$ cat config.mk
export PLATFORM = sky130hd
export DESIGN_NAME = adc_corr_regs
export DESIGN_NICKNAME = d
export VERILOG_FILES = /design/src/adc_corr_pkg.sv /design/src/adc_correction_chain.sv /design/src/adc_corr_regs.sv
export SDC_FILE = /design/constraint.sdc
export NUM_CORES = 2
export LEC_CHECK = 0
export BUFFER_PORTS_ARGS = -buffer_cell sky130_fd_sc_hd__buf_2
export CORE_MARGIN = 4
export CORE_UTILIZATION = 35
export DETAILED_ROUTE_END_ITERATION = 6
export MAX_ROUTING_LAYER = met4
export SYNTH_ARGS = -nofsm -noshare
export SYNTH_HDL_FRONTEND = slang
export SYNTH_SLANG_ARGS = --single-unit
$ cat constraint.sdc
create_clock -name sys_clk_i -period 30.9 [get_ports sys_clk_i]
set_input_delay 1.545 -clock sys_clk_i [delete_from_list [all_inputs] [get_ports sys_clk_i]]
set_output_delay 1.545 -clock sys_clk_i [all_outputs]
set_load 0.01 [all_outputs]
$ cat src/adc_corr_pkg.sv
// Shared constants and carrier types for the converter register block
package adc_corr_pkg;
    localparam int DATA_W      = 32;
    localparam int AXI_ADDR_W  = 8;
    localparam int COEF_W      = 24;
    localparam int RESULT_BITS = 18;
    localparam int RESULT_PAD  = COEF_W - RESULT_BITS;
    localparam int COEF_FRAC   = 22;
    localparam int CALC_W      = 56;
    localparam int PORTS       = 4;
    localparam int UNI_SHIFT   = 5;
    localparam int BI_SHIFT    = 6;

    // Register indices; byte address is four times the index
    localparam logic [3:0] IDX_CONV_CTRL = 4'h1;
    localparam logic [3:0] IDX_GPIO      = 4'h2;
    localparam logic [3:0] IDX_CORR_CTRL = 4'h3;
    localparam logic [3:0] IDX_RESULT    = 4'h4;
    localparam logic [3:0] IDX_SYS_OFS   = 4'h5;
    localparam logic [3:0] IDX_SYS_GAIN  = 4'h6;
    localparam logic [3:0] IDX_SELF_OFS  = 4'h7;
    localparam logic [3:0] IDX_SELF_GAIN = 4'h8;

    localparam int GPIO_DIR_LSB      = 4;
    localparam int DGAIN_LSB         = 5;
    localparam int SYS_GAIN_DIS_BIT  = 4;
    localparam int SYS_OFS_DIS_BIT   = 3;
    localparam int SELF_GAIN_DIS_BIT = 2;
    localparam int SELF_OFS_DIS_BIT  = 1;
    localparam int RANGE_BIT         = 6;
    localparam int FORMAT_BIT        = 2;

    localparam logic [7:0]  GPIO_RST     = 8'h0f;
    localparam logic [7:0]  CORR_RST     = 8'h1e;
    localparam logic [7:0]  CONV_RST     = 8'h02;
    localparam logic [7:0]  CORR_WR_MASK = 8'hfe;
    localparam logic [23:0] COEF_RST     = 24'h000000;
    localparam logic [1:0]  RESP_OKAY    = 2'h0;
    localparam logic [1:0]  RESP_SLVERR  = 2'h2;

    typedef struct packed {
        logic        unipolar;
        logic        offset_binary;
        logic [2:0]  dgain;
        logic        sys_gain_dis;
        logic        sys_ofs_dis;
        logic        self_gain_dis;
        logic        self_ofs_dis;
        logic [23:0] sys_ofs;
        logic [23:0] sys_gain;
        logic [23:0] self_ofs;
        logic [23:0] self_gain;
    } corr_cfg_t;

    typedef struct packed {
        logic        valid;
        logic [23:0] value;
    } sample_t;

    typedef struct packed {
        logic        valid;
        logic [23:0] coeff;
    } chain_state_t;

    typedef struct packed {
        logic        awready;
        logic        wready;
        logic        bvalid;
        logic [1:0]  bresp;
        logic        arready;
        logic        rvalid;
        logic [1:0]  rresp;
        logic [31:0] rdata;
        logic        aw_got;
        logic        w_got;
        logic [7:0]  awaddr;
        logic [31:0] wdata;
        logic [3:0]  wstrb;
        logic [7:0]  conv_ctrl;
        logic [7:0]  gpio;
        logic [7:0]  corr_ctrl;
        logic [23:0] sys_ofs;
        logic [23:0] sys_gain;
        logic [23:0] self_ofs;
        logic [23:0] self_gain;
        logic [3:0]  pin_meta;
        logic [3:0]  pin_sync;
        logic [3:0]  port_value;
        logic [3:0]  port_oe_n;
    } regs_state_t;
endpackage

$ cat src/adc_correction_chain.sv
// Calibration correction, digital gain, encoding and clipping of one sample
`timescale 1ns/1ps
module adc_correction_chain
(
    input  wire logic                 sys_clk_i,
    input  wire logic                 rst_n_i,
    input  wire logic                 ce_i,
    input  wire adc_corr_pkg::corr_cfg_t cfg_i,
    input  wire adc_corr_pkg::sample_t sample_i,
    output logic [23:0]               result_o,
    output logic                      result_valid_o
);
    adc_corr_pkg::chain_state_t st;
    adc_corr_pkg::chain_state_t next_st;

    logic signed [55:0] a;
    logic signed [55:0] b;
    logic signed [55:0] c;
    logic signed [55:0] d;
    logic signed [55:0] e;
    logic signed [55:0] f;
    logic signed [55:0] code;
    logic signed [55:0] lo;
    logic signed [55:0] hi;
    logic [17:0]        q;

    always_comb
    begin
        next_st = st;
        next_st.valid = sample_i.valid;
        a = 56'(signed'(sample_i.value));
        if (!cfg_i.self_ofs_dis)
            a = a - 56'(signed'(cfg_i.self_ofs));
        b = cfg_i.self_gain_dis ? a
          : (a * 56'(signed'(cfg_i.self_gain))) >>> adc_corr_pkg::COEF_FRAC;
        c = b;
        if (!cfg_i.sys_ofs_dis)
            c = b - 56'(signed'(cfg_i.sys_ofs));
        d = cfg_i.sys_gain_dis ? c
          : (c * 56'(signed'(cfg_i.sys_gain))) >>> adc_corr_pkg::COEF_FRAC;
        // Range scale comes after the system offset
        e = cfg_i.unipolar ? (d <<< 1) : d;
        f = e <<< cfg_i.dgain;
        if (cfg_i.unipolar)
        begin
            code = f >>> adc_corr_pkg::UNI_SHIFT;
            lo   = 56'sh0;
            hi   = 56'sh3ffff;
        end
        else
        begin
            code = f >>> adc_corr_pkg::BI_SHIFT;
            lo   = -56'sh20000;
            hi   = 56'sh1ffff;
        end
        // Saturate rather than wrap
        if (code < lo)
            code = lo;
        else if (code > hi)
            code = hi;
        q = code[17:0];
        if (!cfg_i.unipolar && cfg_i.offset_binary)
            q = {~code[17], code[16:0]};
        if (sample_i.valid)
            next_st.coeff = {q, {adc_corr_pkg::RESULT_PAD{1'b0}}};
    end

    always_ff @(posedge sys_clk_i or negedge rst_n_i)
    begin
        if (!rst_n_i)
            st <= '{valid: 1'b0, coeff: adc_corr_pkg::COEF_RST};
        else if (ce_i)
            st <= next_st;
    end

    assign result_o       = st.coeff;
    assign result_valid_o = st.valid;
endmodule

$ cat src/adc_corr_regs.sv
// AXI4-Lite register block with GPIO ports and correction control
//
// Overview of operation
// - Input port reads pin level
// - Output port drives its data bit
// - Four ports; direction high nibble; reset values
// - Gain is two to the field
// - Digital gain applied after all corrections
// - System gain disable bit skips coefficient
// - System offset disable bit skips coefficient
// - Self gain disable bit skips coefficient
// - Self offset disable bit skips subtraction
// - Result register read-only, writes ignored
// - Eighteen result bits top, six zero
// - Unipolar range uses straight binary
// - Format bit picks offset binary/two's complement
// - Two's complement full-scale codes
// - Offset binary full-scale codes
// - Out of range results saturate
// - System offset 24-bit, signed, resets zero
// - System offset kept until rewrite/calibration
// - System offset after self corrections
// - System offset before range scale
// - Range bit: one unipolar, zero bipolar
// - System gain scales up to two
// - Self offset subtracted first
//
// Decided for this implementation: the register offsets and the AXI4-Lite slave port.
`timescale 1ns/1ps
module adc_corr_regs
(
    input  wire logic                      sys_clk_i,
    input  wire logic                      rst_n_i,
    input  wire logic                      ce_i,
    input  wire logic [7:0]                awaddr_i,
    input  wire logic                      awvalid_i,
    output logic                           awready_o,
    input  wire logic [31:0]               wdata_i,
    input  wire logic [3:0]                wstrb_i,
    input  wire logic                      wvalid_i,
    output logic                           wready_o,
    output logic [1:0]                     bresp_o,
    output logic                           bvalid_o,
    input  wire logic                      bready_i,
    input  wire logic [7:0]                araddr_i,
    input  wire logic                      arvalid_i,
    output logic                           arready_o,
    output logic [31:0]                    rdata_o,
    output logic [1:0]                     rresp_o,
    output logic                           rvalid_o,
    input  wire logic                      rready_i,
    input  wire adc_corr_pkg::sample_t     sample_i,
    input  wire adc_corr_pkg::sample_t     sys_cal_i,
    input  wire logic [3:0]                gpio_pin_i,
    output logic [3:0]                     port_value_o,
    output logic [3:0]                     port_oe_n_o,
    output logic                           result_valid_o
);
    adc_corr_pkg::regs_state_t st;
    adc_corr_pkg::regs_state_t next_st;
    adc_corr_pkg::corr_cfg_t   cfg;

    logic [23:0] result;
    logic [31:0] bmask;
    logic [3:0]  widx;
    logic        wmapped;

    // Index of an address, or zero when nothing lives there
    function automatic logic [3:0] reg_index(input logic [7:0] addr);
        logic [3:0] idx;
        idx = addr[5:2];
        if (addr[7:6] != 2'h0)
            idx = 4'h0;
        else if (idx > adc_corr_pkg::IDX_SELF_GAIN)
            idx = 4'h0;
        return idx;
    endfunction

    function automatic logic [31:0] read_reg(
        input logic [3:0]                idx,
        input adc_corr_pkg::regs_state_t s,
        input logic [23:0]               res
    );
        logic [31:0] v;
        logic [3:0]  dir;
        v   = 32'h0;
        dir = s.gpio[7:adc_corr_pkg::GPIO_DIR_LSB];
        unique case (idx)
            adc_corr_pkg::IDX_CONV_CTRL:
                v[7:0] = s.conv_ctrl;
            adc_corr_pkg::IDX_GPIO:
                v[7:0] = {dir, (dir & s.gpio[3:0]) | (~dir & s.pin_sync)};
            adc_corr_pkg::IDX_CORR_CTRL:
                v[7:0] = s.corr_ctrl & adc_corr_pkg::CORR_WR_MASK;
            adc_corr_pkg::IDX_RESULT:
                v[23:0] = res;
            adc_corr_pkg::IDX_SYS_OFS:
                v[23:0] = s.sys_ofs;
            adc_corr_pkg::IDX_SYS_GAIN:
                v[23:0] = s.sys_gain;
            adc_corr_pkg::IDX_SELF_OFS:
                v[23:0] = s.self_ofs;
            adc_corr_pkg::IDX_SELF_GAIN:
                v[23:0] = s.self_gain;
            default:
                v = 32'h0;
        endcase
        return v;
    endfunction

    // Control fields handed to the datapath
    always_comb
    begin
        cfg.unipolar      = st.conv_ctrl[adc_corr_pkg::RANGE_BIT];
        cfg.offset_binary = st.conv_ctrl[adc_corr_pkg::FORMAT_BIT];
        cfg.dgain         = st.corr_ctrl[7:adc_corr_pkg::DGAIN_LSB];
        cfg.sys_gain_dis  = st.corr_ctrl[adc_corr_pkg::SYS_GAIN_DIS_BIT];
        cfg.sys_ofs_dis   = st.corr_ctrl[adc_corr_pkg::SYS_OFS_DIS_BIT];
        cfg.self_gain_dis = st.corr_ctrl[adc_corr_pkg::SELF_GAIN_DIS_BIT];
        cfg.self_ofs_dis  = st.corr_ctrl[adc_corr_pkg::SELF_OFS_DIS_BIT];
        cfg.sys_ofs       = st.sys_ofs;
        cfg.sys_gain      = st.sys_gain;
        cfg.self_ofs      = st.self_ofs;
        cfg.self_gain     = st.self_gain;
    end

    adc_correction_chain u_chain
    (
        .sys_clk_i      (sys_clk_i),
        .rst_n_i        (rst_n_i),
        .ce_i           (ce_i),
        .cfg_i          (cfg),
        .sample_i       (sample_i),
        .result_o       (result),
        .result_valid_o (result_valid_o)
    );

    always_comb
    begin
        bmask   = {{8{st.wstrb[3]}}, {8{st.wstrb[2]}}, {8{st.wstrb[1]}}, {8{st.wstrb[0]}}};
        widx    = reg_index(st.awaddr);
        wmapped = (widx != 4'h0);
    end

    always_comb
    begin
        next_st = st;

        // Pin levels come from outside this clock domain
        next_st.pin_meta = gpio_pin_i;
        next_st.pin_sync = st.pin_meta;

        // Address and data are taken in either order
        if (awvalid_i && st.awready)
        begin
            next_st.aw_got  = 1'b1;
            next_st.awaddr  = awaddr_i;
            next_st.awready = 1'b0;
        end
        if (wvalid_i && st.wready)
        begin
            next_st.w_got  = 1'b1;
            next_st.wdata  = wdata_i;
            next_st.wstrb  = wstrb_i;
            next_st.wready = 1'b0;
        end

        if (st.aw_got && st.w_got && !st.bvalid)
        begin
            next_st.aw_got = 1'b0;
            next_st.w_got  = 1'b0;
            next_st.bvalid = 1'b1;
            next_st.bresp  = wmapped ? adc_corr_pkg::RESP_OKAY : adc_corr_pkg::RESP_SLVERR;
            unique case (widx)
                adc_corr_pkg::IDX_CONV_CTRL:
                    next_st.conv_ctrl = (st.conv_ctrl & ~bmask[7:0])
                                      | (st.wdata[7:0] & bmask[7:0]);
                adc_corr_pkg::IDX_GPIO:
                    next_st.gpio = (st.gpio & ~bmask[7:0])
                                 | (st.wdata[7:0] & bmask[7:0]);
                adc_corr_pkg::IDX_CORR_CTRL:
                    next_st.corr_ctrl = ((st.corr_ctrl & ~bmask[7:0])
                                      | (st.wdata[7:0] & bmask[7:0]))
                                      & adc_corr_pkg::CORR_WR_MASK;
                adc_corr_pkg::IDX_SYS_OFS:
                    next_st.sys_ofs = (st.sys_ofs & ~bmask[23:0])
                                    | (st.wdata[23:0] & bmask[23:0]);
                adc_corr_pkg::IDX_SYS_GAIN:
                    next_st.sys_gain = (st.sys_gain & ~bmask[23:0])
                                     | (st.wdata[23:0] & bmask[23:0]);
                adc_corr_pkg::IDX_SELF_OFS:
                    next_st.self_ofs = (st.self_ofs & ~bmask[23:0])
                                     | (st.wdata[23:0] & bmask[23:0]);
                adc_corr_pkg::IDX_SELF_GAIN:
                    next_st.self_gain = (st.self_gain & ~bmask[23:0])
                                      | (st.wdata[23:0] & bmask[23:0]);
                default:
                    next_st.conv_ctrl = st.conv_ctrl;
            endcase
        end

        if (st.bvalid && bready_i)
        begin
            next_st.bvalid  = 1'b0;
            next_st.awready = 1'b1;
            next_st.wready  = 1'b1;
        end

        // A fresh calibration result beats a host write in the same cycle
        if (sys_cal_i.valid)
            next_st.sys_ofs = sys_cal_i.value;

        if (arvalid_i && st.arready)
        begin
            next_st.arready = 1'b0;
            next_st.rvalid  = 1'b1;
            next_st.rdata   = read_reg(reg_index(araddr_i), st, result);
            next_st.rresp   = (reg_index(araddr_i) != 4'h0)
                            ? adc_corr_pkg::RESP_OKAY : adc_corr_pkg::RESP_SLVERR;
        end
        else if (st.rvalid && rready_i)
        begin
            next_st.rvalid  = 1'b0;
            next_st.arready = 1'b1;
        end

        // Pins take the new register value on the same edge as the register
        next_st.port_value = next_st.gpio[3:0];
        next_st.port_oe_n  = ~next_st.gpio[7:adc_corr_pkg::GPIO_DIR_LSB];
    end

    always_ff @(posedge sys_clk_i or negedge rst_n_i)
    begin
        if (!rst_n_i)
        begin
            st           <= '0;
            st.awready   <= 1'b1;
            st.wready    <= 1'b1;
            st.arready   <= 1'b1;
            st.conv_ctrl <= adc_corr_pkg::CONV_RST;
            st.gpio      <= adc_corr_pkg::GPIO_RST;
            st.corr_ctrl <= adc_corr_pkg::CORR_RST;
            st.sys_ofs   <= adc_corr_pkg::COEF_RST;
            st.sys_gain  <= adc_corr_pkg::COEF_RST;
            st.self_ofs  <= adc_corr_pkg::COEF_RST;
            st.self_gain <= adc_corr_pkg::COEF_RST;
            st.port_value <= adc_corr_pkg::GPIO_RST[3:0];
            st.port_oe_n  <= 4'hf;
        end
        else if (ce_i)
        begin
            st <= next_st;
        end
    end

    assign awready_o    = st.awready;
    assign wready_o     = st.wready;
    assign bresp_o      = st.bresp;
    assign bvalid_o     = st.bvalid;
    assign arready_o    = st.arready;
    assign rdata_o      = st.rdata;
    assign rresp_o      = st.rresp;
    assign rvalid_o     = st.rvalid;
    assign port_value_o = st.port_value;
    assign port_oe_n_o  = st.port_oe_n;
endmodule

==> flow_metrics.tcl <==
set metrics [dict create \
    drtIter0Drc 5252 \
    drtPass1Iterations 7 \
    yosysSeqAreaShare 0.0729 \
    ys_types 101 \
    slew_headroom 0.227 \
    clkSinkCount 216 \
    detailed_place_hpwl_um 196000 \
    hold_viol_final 0 \
    tightest_slew_ps 1150 \
    cts_buffers 24 \
    globalplace.congestion 0.986 \
    finalPower_w 0.00359 \
    end_kind "flip-flop" \
    max-clock-path-buffers 3 \
    multiInputGateArea_mm2 0.0603 \
    grt_pass1_wl_um 380000 \
    grt_pass1_vias 63000 \
    cap_violations 0 \
    fin_nets 10500 \
    via_per_inst 5.34 \
    power_density_mw_per_mm2 45.6 \
    crit_slowest_cell "and2_1" \
    place_inst 11300 \
    layout-drive-gt1-share 0.0742 \
    drc 5 \
    post_drt_wl_per_cell_um 21.5 \
    period_share 0.872 \
    wl_um 243000 \
    die_w_um 469 \
    clkLatencyLatePin_ps 550 \
    hold_path_class "flip-flop to flip-flop" \
    rows 169 \
    worstPathArrival_ps 27340 \
    num-fill-cells 21600 \
    finalSetupViolCount 0 \
    synth-warning-count 0 \
    critPathMaxStageDelay_ps 1010 \
    worstSetupStartpointType "input port" \
    skew_ps 27.5 \
    htree_num_levels 1 \
    irDropWorstVdd_v 0.0000617 \
    fmax_ghz 0.0371 \
    grt_max_degree 87 \
    rsz0062_at_grt "no" \
    grt_usage 0.225 \
    area_growth_syn_to_layout_pct 5.75 \
    syn_avg_cell_area_um2 8.57 \
    synth_edf_count 0 \
    seq_area_mm2 0.00545 \
    synth_top_flop_cell "dfrtp_1" \
    antenna_found_initial 11 \
    dieArea_mm2 0.220 \
    die_h_um 469 \
    violations "DRC" \
    critPathKind "input port to flip-flop" \
    cp.required_ps 31280 \
    status "finished, violations left" \
    postCtsHoldBufs 0 \
    fp.coreArea_mm2 0.212 \
    synth_top_area_frac 0.419 \
    crit_top_cell "fa_1" \
    clk_pin_slew_worst_paths_ps 60 \
    final.setup.tns_ps 0 \
    final_cells 11300 \
    cts_tree "built" \
    cts_setup_buffers 0 \
    start_util 0.351 \
    clockRootBuffer "clkbuf_16" \
    synthTopCellsByArea "fa_1 42%, inv_1 9.0%, dfrtp_1 6.7%" \
    synth-seq-cells 216 \
    yosysMostFrequentCell "inv_1" \
    p_leak_nw 38.6 \
    async_flop_share 1.00 \
    grt_overflow_total 0 \
    synthesis.area_mm2 0.0745 \
    num_io_pins 164 \
    ant_nets 0 \
    netlist_instances 8690 \
    path_max_fanout 23 \
    cts-resized-gates 0 \
    synth_common_cells "1782 x inv_1, 1558 x fa_1, 1293 x nand2_1, 594 x and2_1, 465 x clkbuf_1" \
    final.min_clock_period_ps 26960 \
    slew_viol_final 0 \
    synth_top_area_cell "fa_1" \
    numPortBuffers 140 \
    vias 60400 \
]
-- metrics by stage --
stage / instance area [um2] / worst slack [ps] / util / hold WS (ps)
global route: 78700 / 2780 / 0.372 / 498
CTS: 78700 / 4280 / 0.371 / 472
finish: 78700 / 3940 / 0.372 / 467
global placement: 77800 / 4130 / 0.367 / 459
detailed placement: 77800 / 3850 / 0.367 / 461
floorplan: 74500 / 8540 / - / 445
-- critical path: cells and delay by family --
kind,cells,cell delay [ps]
and+or+nand+nor,15,4180
adders and majority gates,20,9080
AOI/OAI and AO/OA,34,10990
buffers and inverters,12,900
xor gates and xnor gates,3,560
-- kinds of logic (layout without fill, tap and decap cells) --
kind of cell | after synthesis | after routing | synth area share
AOI/OAI and AO/OA | 1171 | 1171 | 0.104
other | 1 | 21 | 0.0000504
adders and majority gates | 1932 | 1932 | 0.482
xor gates and xnor gates | 139 | 139 | 0.0170
DFF | 216 | 216 | 0.0729
buffers and inverters | 2342 | 2119 | 0.121
muxes | 224 | 224 | 0.0335
and+or+nand+nor | 2665 | 2665 | 0.170
-- power breakdown --
group | internal, W | total [W] | switching, W
Clock | 0.000191 | 0.000319 | 0.000128
Combinational | 0.000947 | 0.00282 | 0.00187
Sequential | 0.000338 | 0.000455 | 0.000117
-- layer usage --
layer | track usage | vias to the layer above | share of wire
li1 | - | 26400 | -
met1 | 0.303 | 31400 | 0.43
met2 | 0.365 | 2270 | 0.48
met3 | 0.0194 | 337 | 0.060
met4 | 0.0613 | 0 | 0.033
met5 | - | - | 0
-- final timing paths --
kind | from | end | slack (ps) | cells past startpoint
worst min register to register | awready_o$_DFFE_PN1P_ | awready_o$_DFFE_PN1P_ | 470 | 2
worst max register to register | flip-flop | u_chain.result_o[7]$_DFFE_PN0P_ | 4630 | 82
max in group asynchronous | rst_n_i | asynchronous set/reset pin | 28240 | 2
min in group asynchronous | rst_n_i | st[145]$_DFFE_PN0P_ | 1030 | 1
worst min-delay path | awready_o$_DFFE_PN1P_ | awready_o$_DFFE_PN1P_ | 470 | 2
worst max-delay path | sample_i[0] | u_chain.result_o[7]$_DFFE_PN0P_ | 3940 | 84
-- cells in the final DEF (no fill, tap or decap), types with 82 or more instances in the layout --
master / instances
mux2_2: 161
fa_1: 1558
buf_2: 139
ha_1: 373
xnor2_1: 105
nor2_1: 286
and3_1: 82
buf_4: 150
a21oi_1: 255
and2_1: 594
o21ai_0: 255
a21o_1: 82
inv_1: 1782
nand2_1: 1293
dfrtp_1: 182
-- cell type report --
type | count | share of cell area
well taps | 2821 | 0.0448
inverters | 1785 | 0.0851
multi-input cells | 6141 | 0.766
diodes | 11 | 0.000350
clock inverters | 14 | 0.00250
repair buffers | 290 | 0.0233
flip-flops and latches | 216 | 0.0692
clock buffers | 30 | 0.00868
Note: power is estimated with default switching activity, not from simulation.
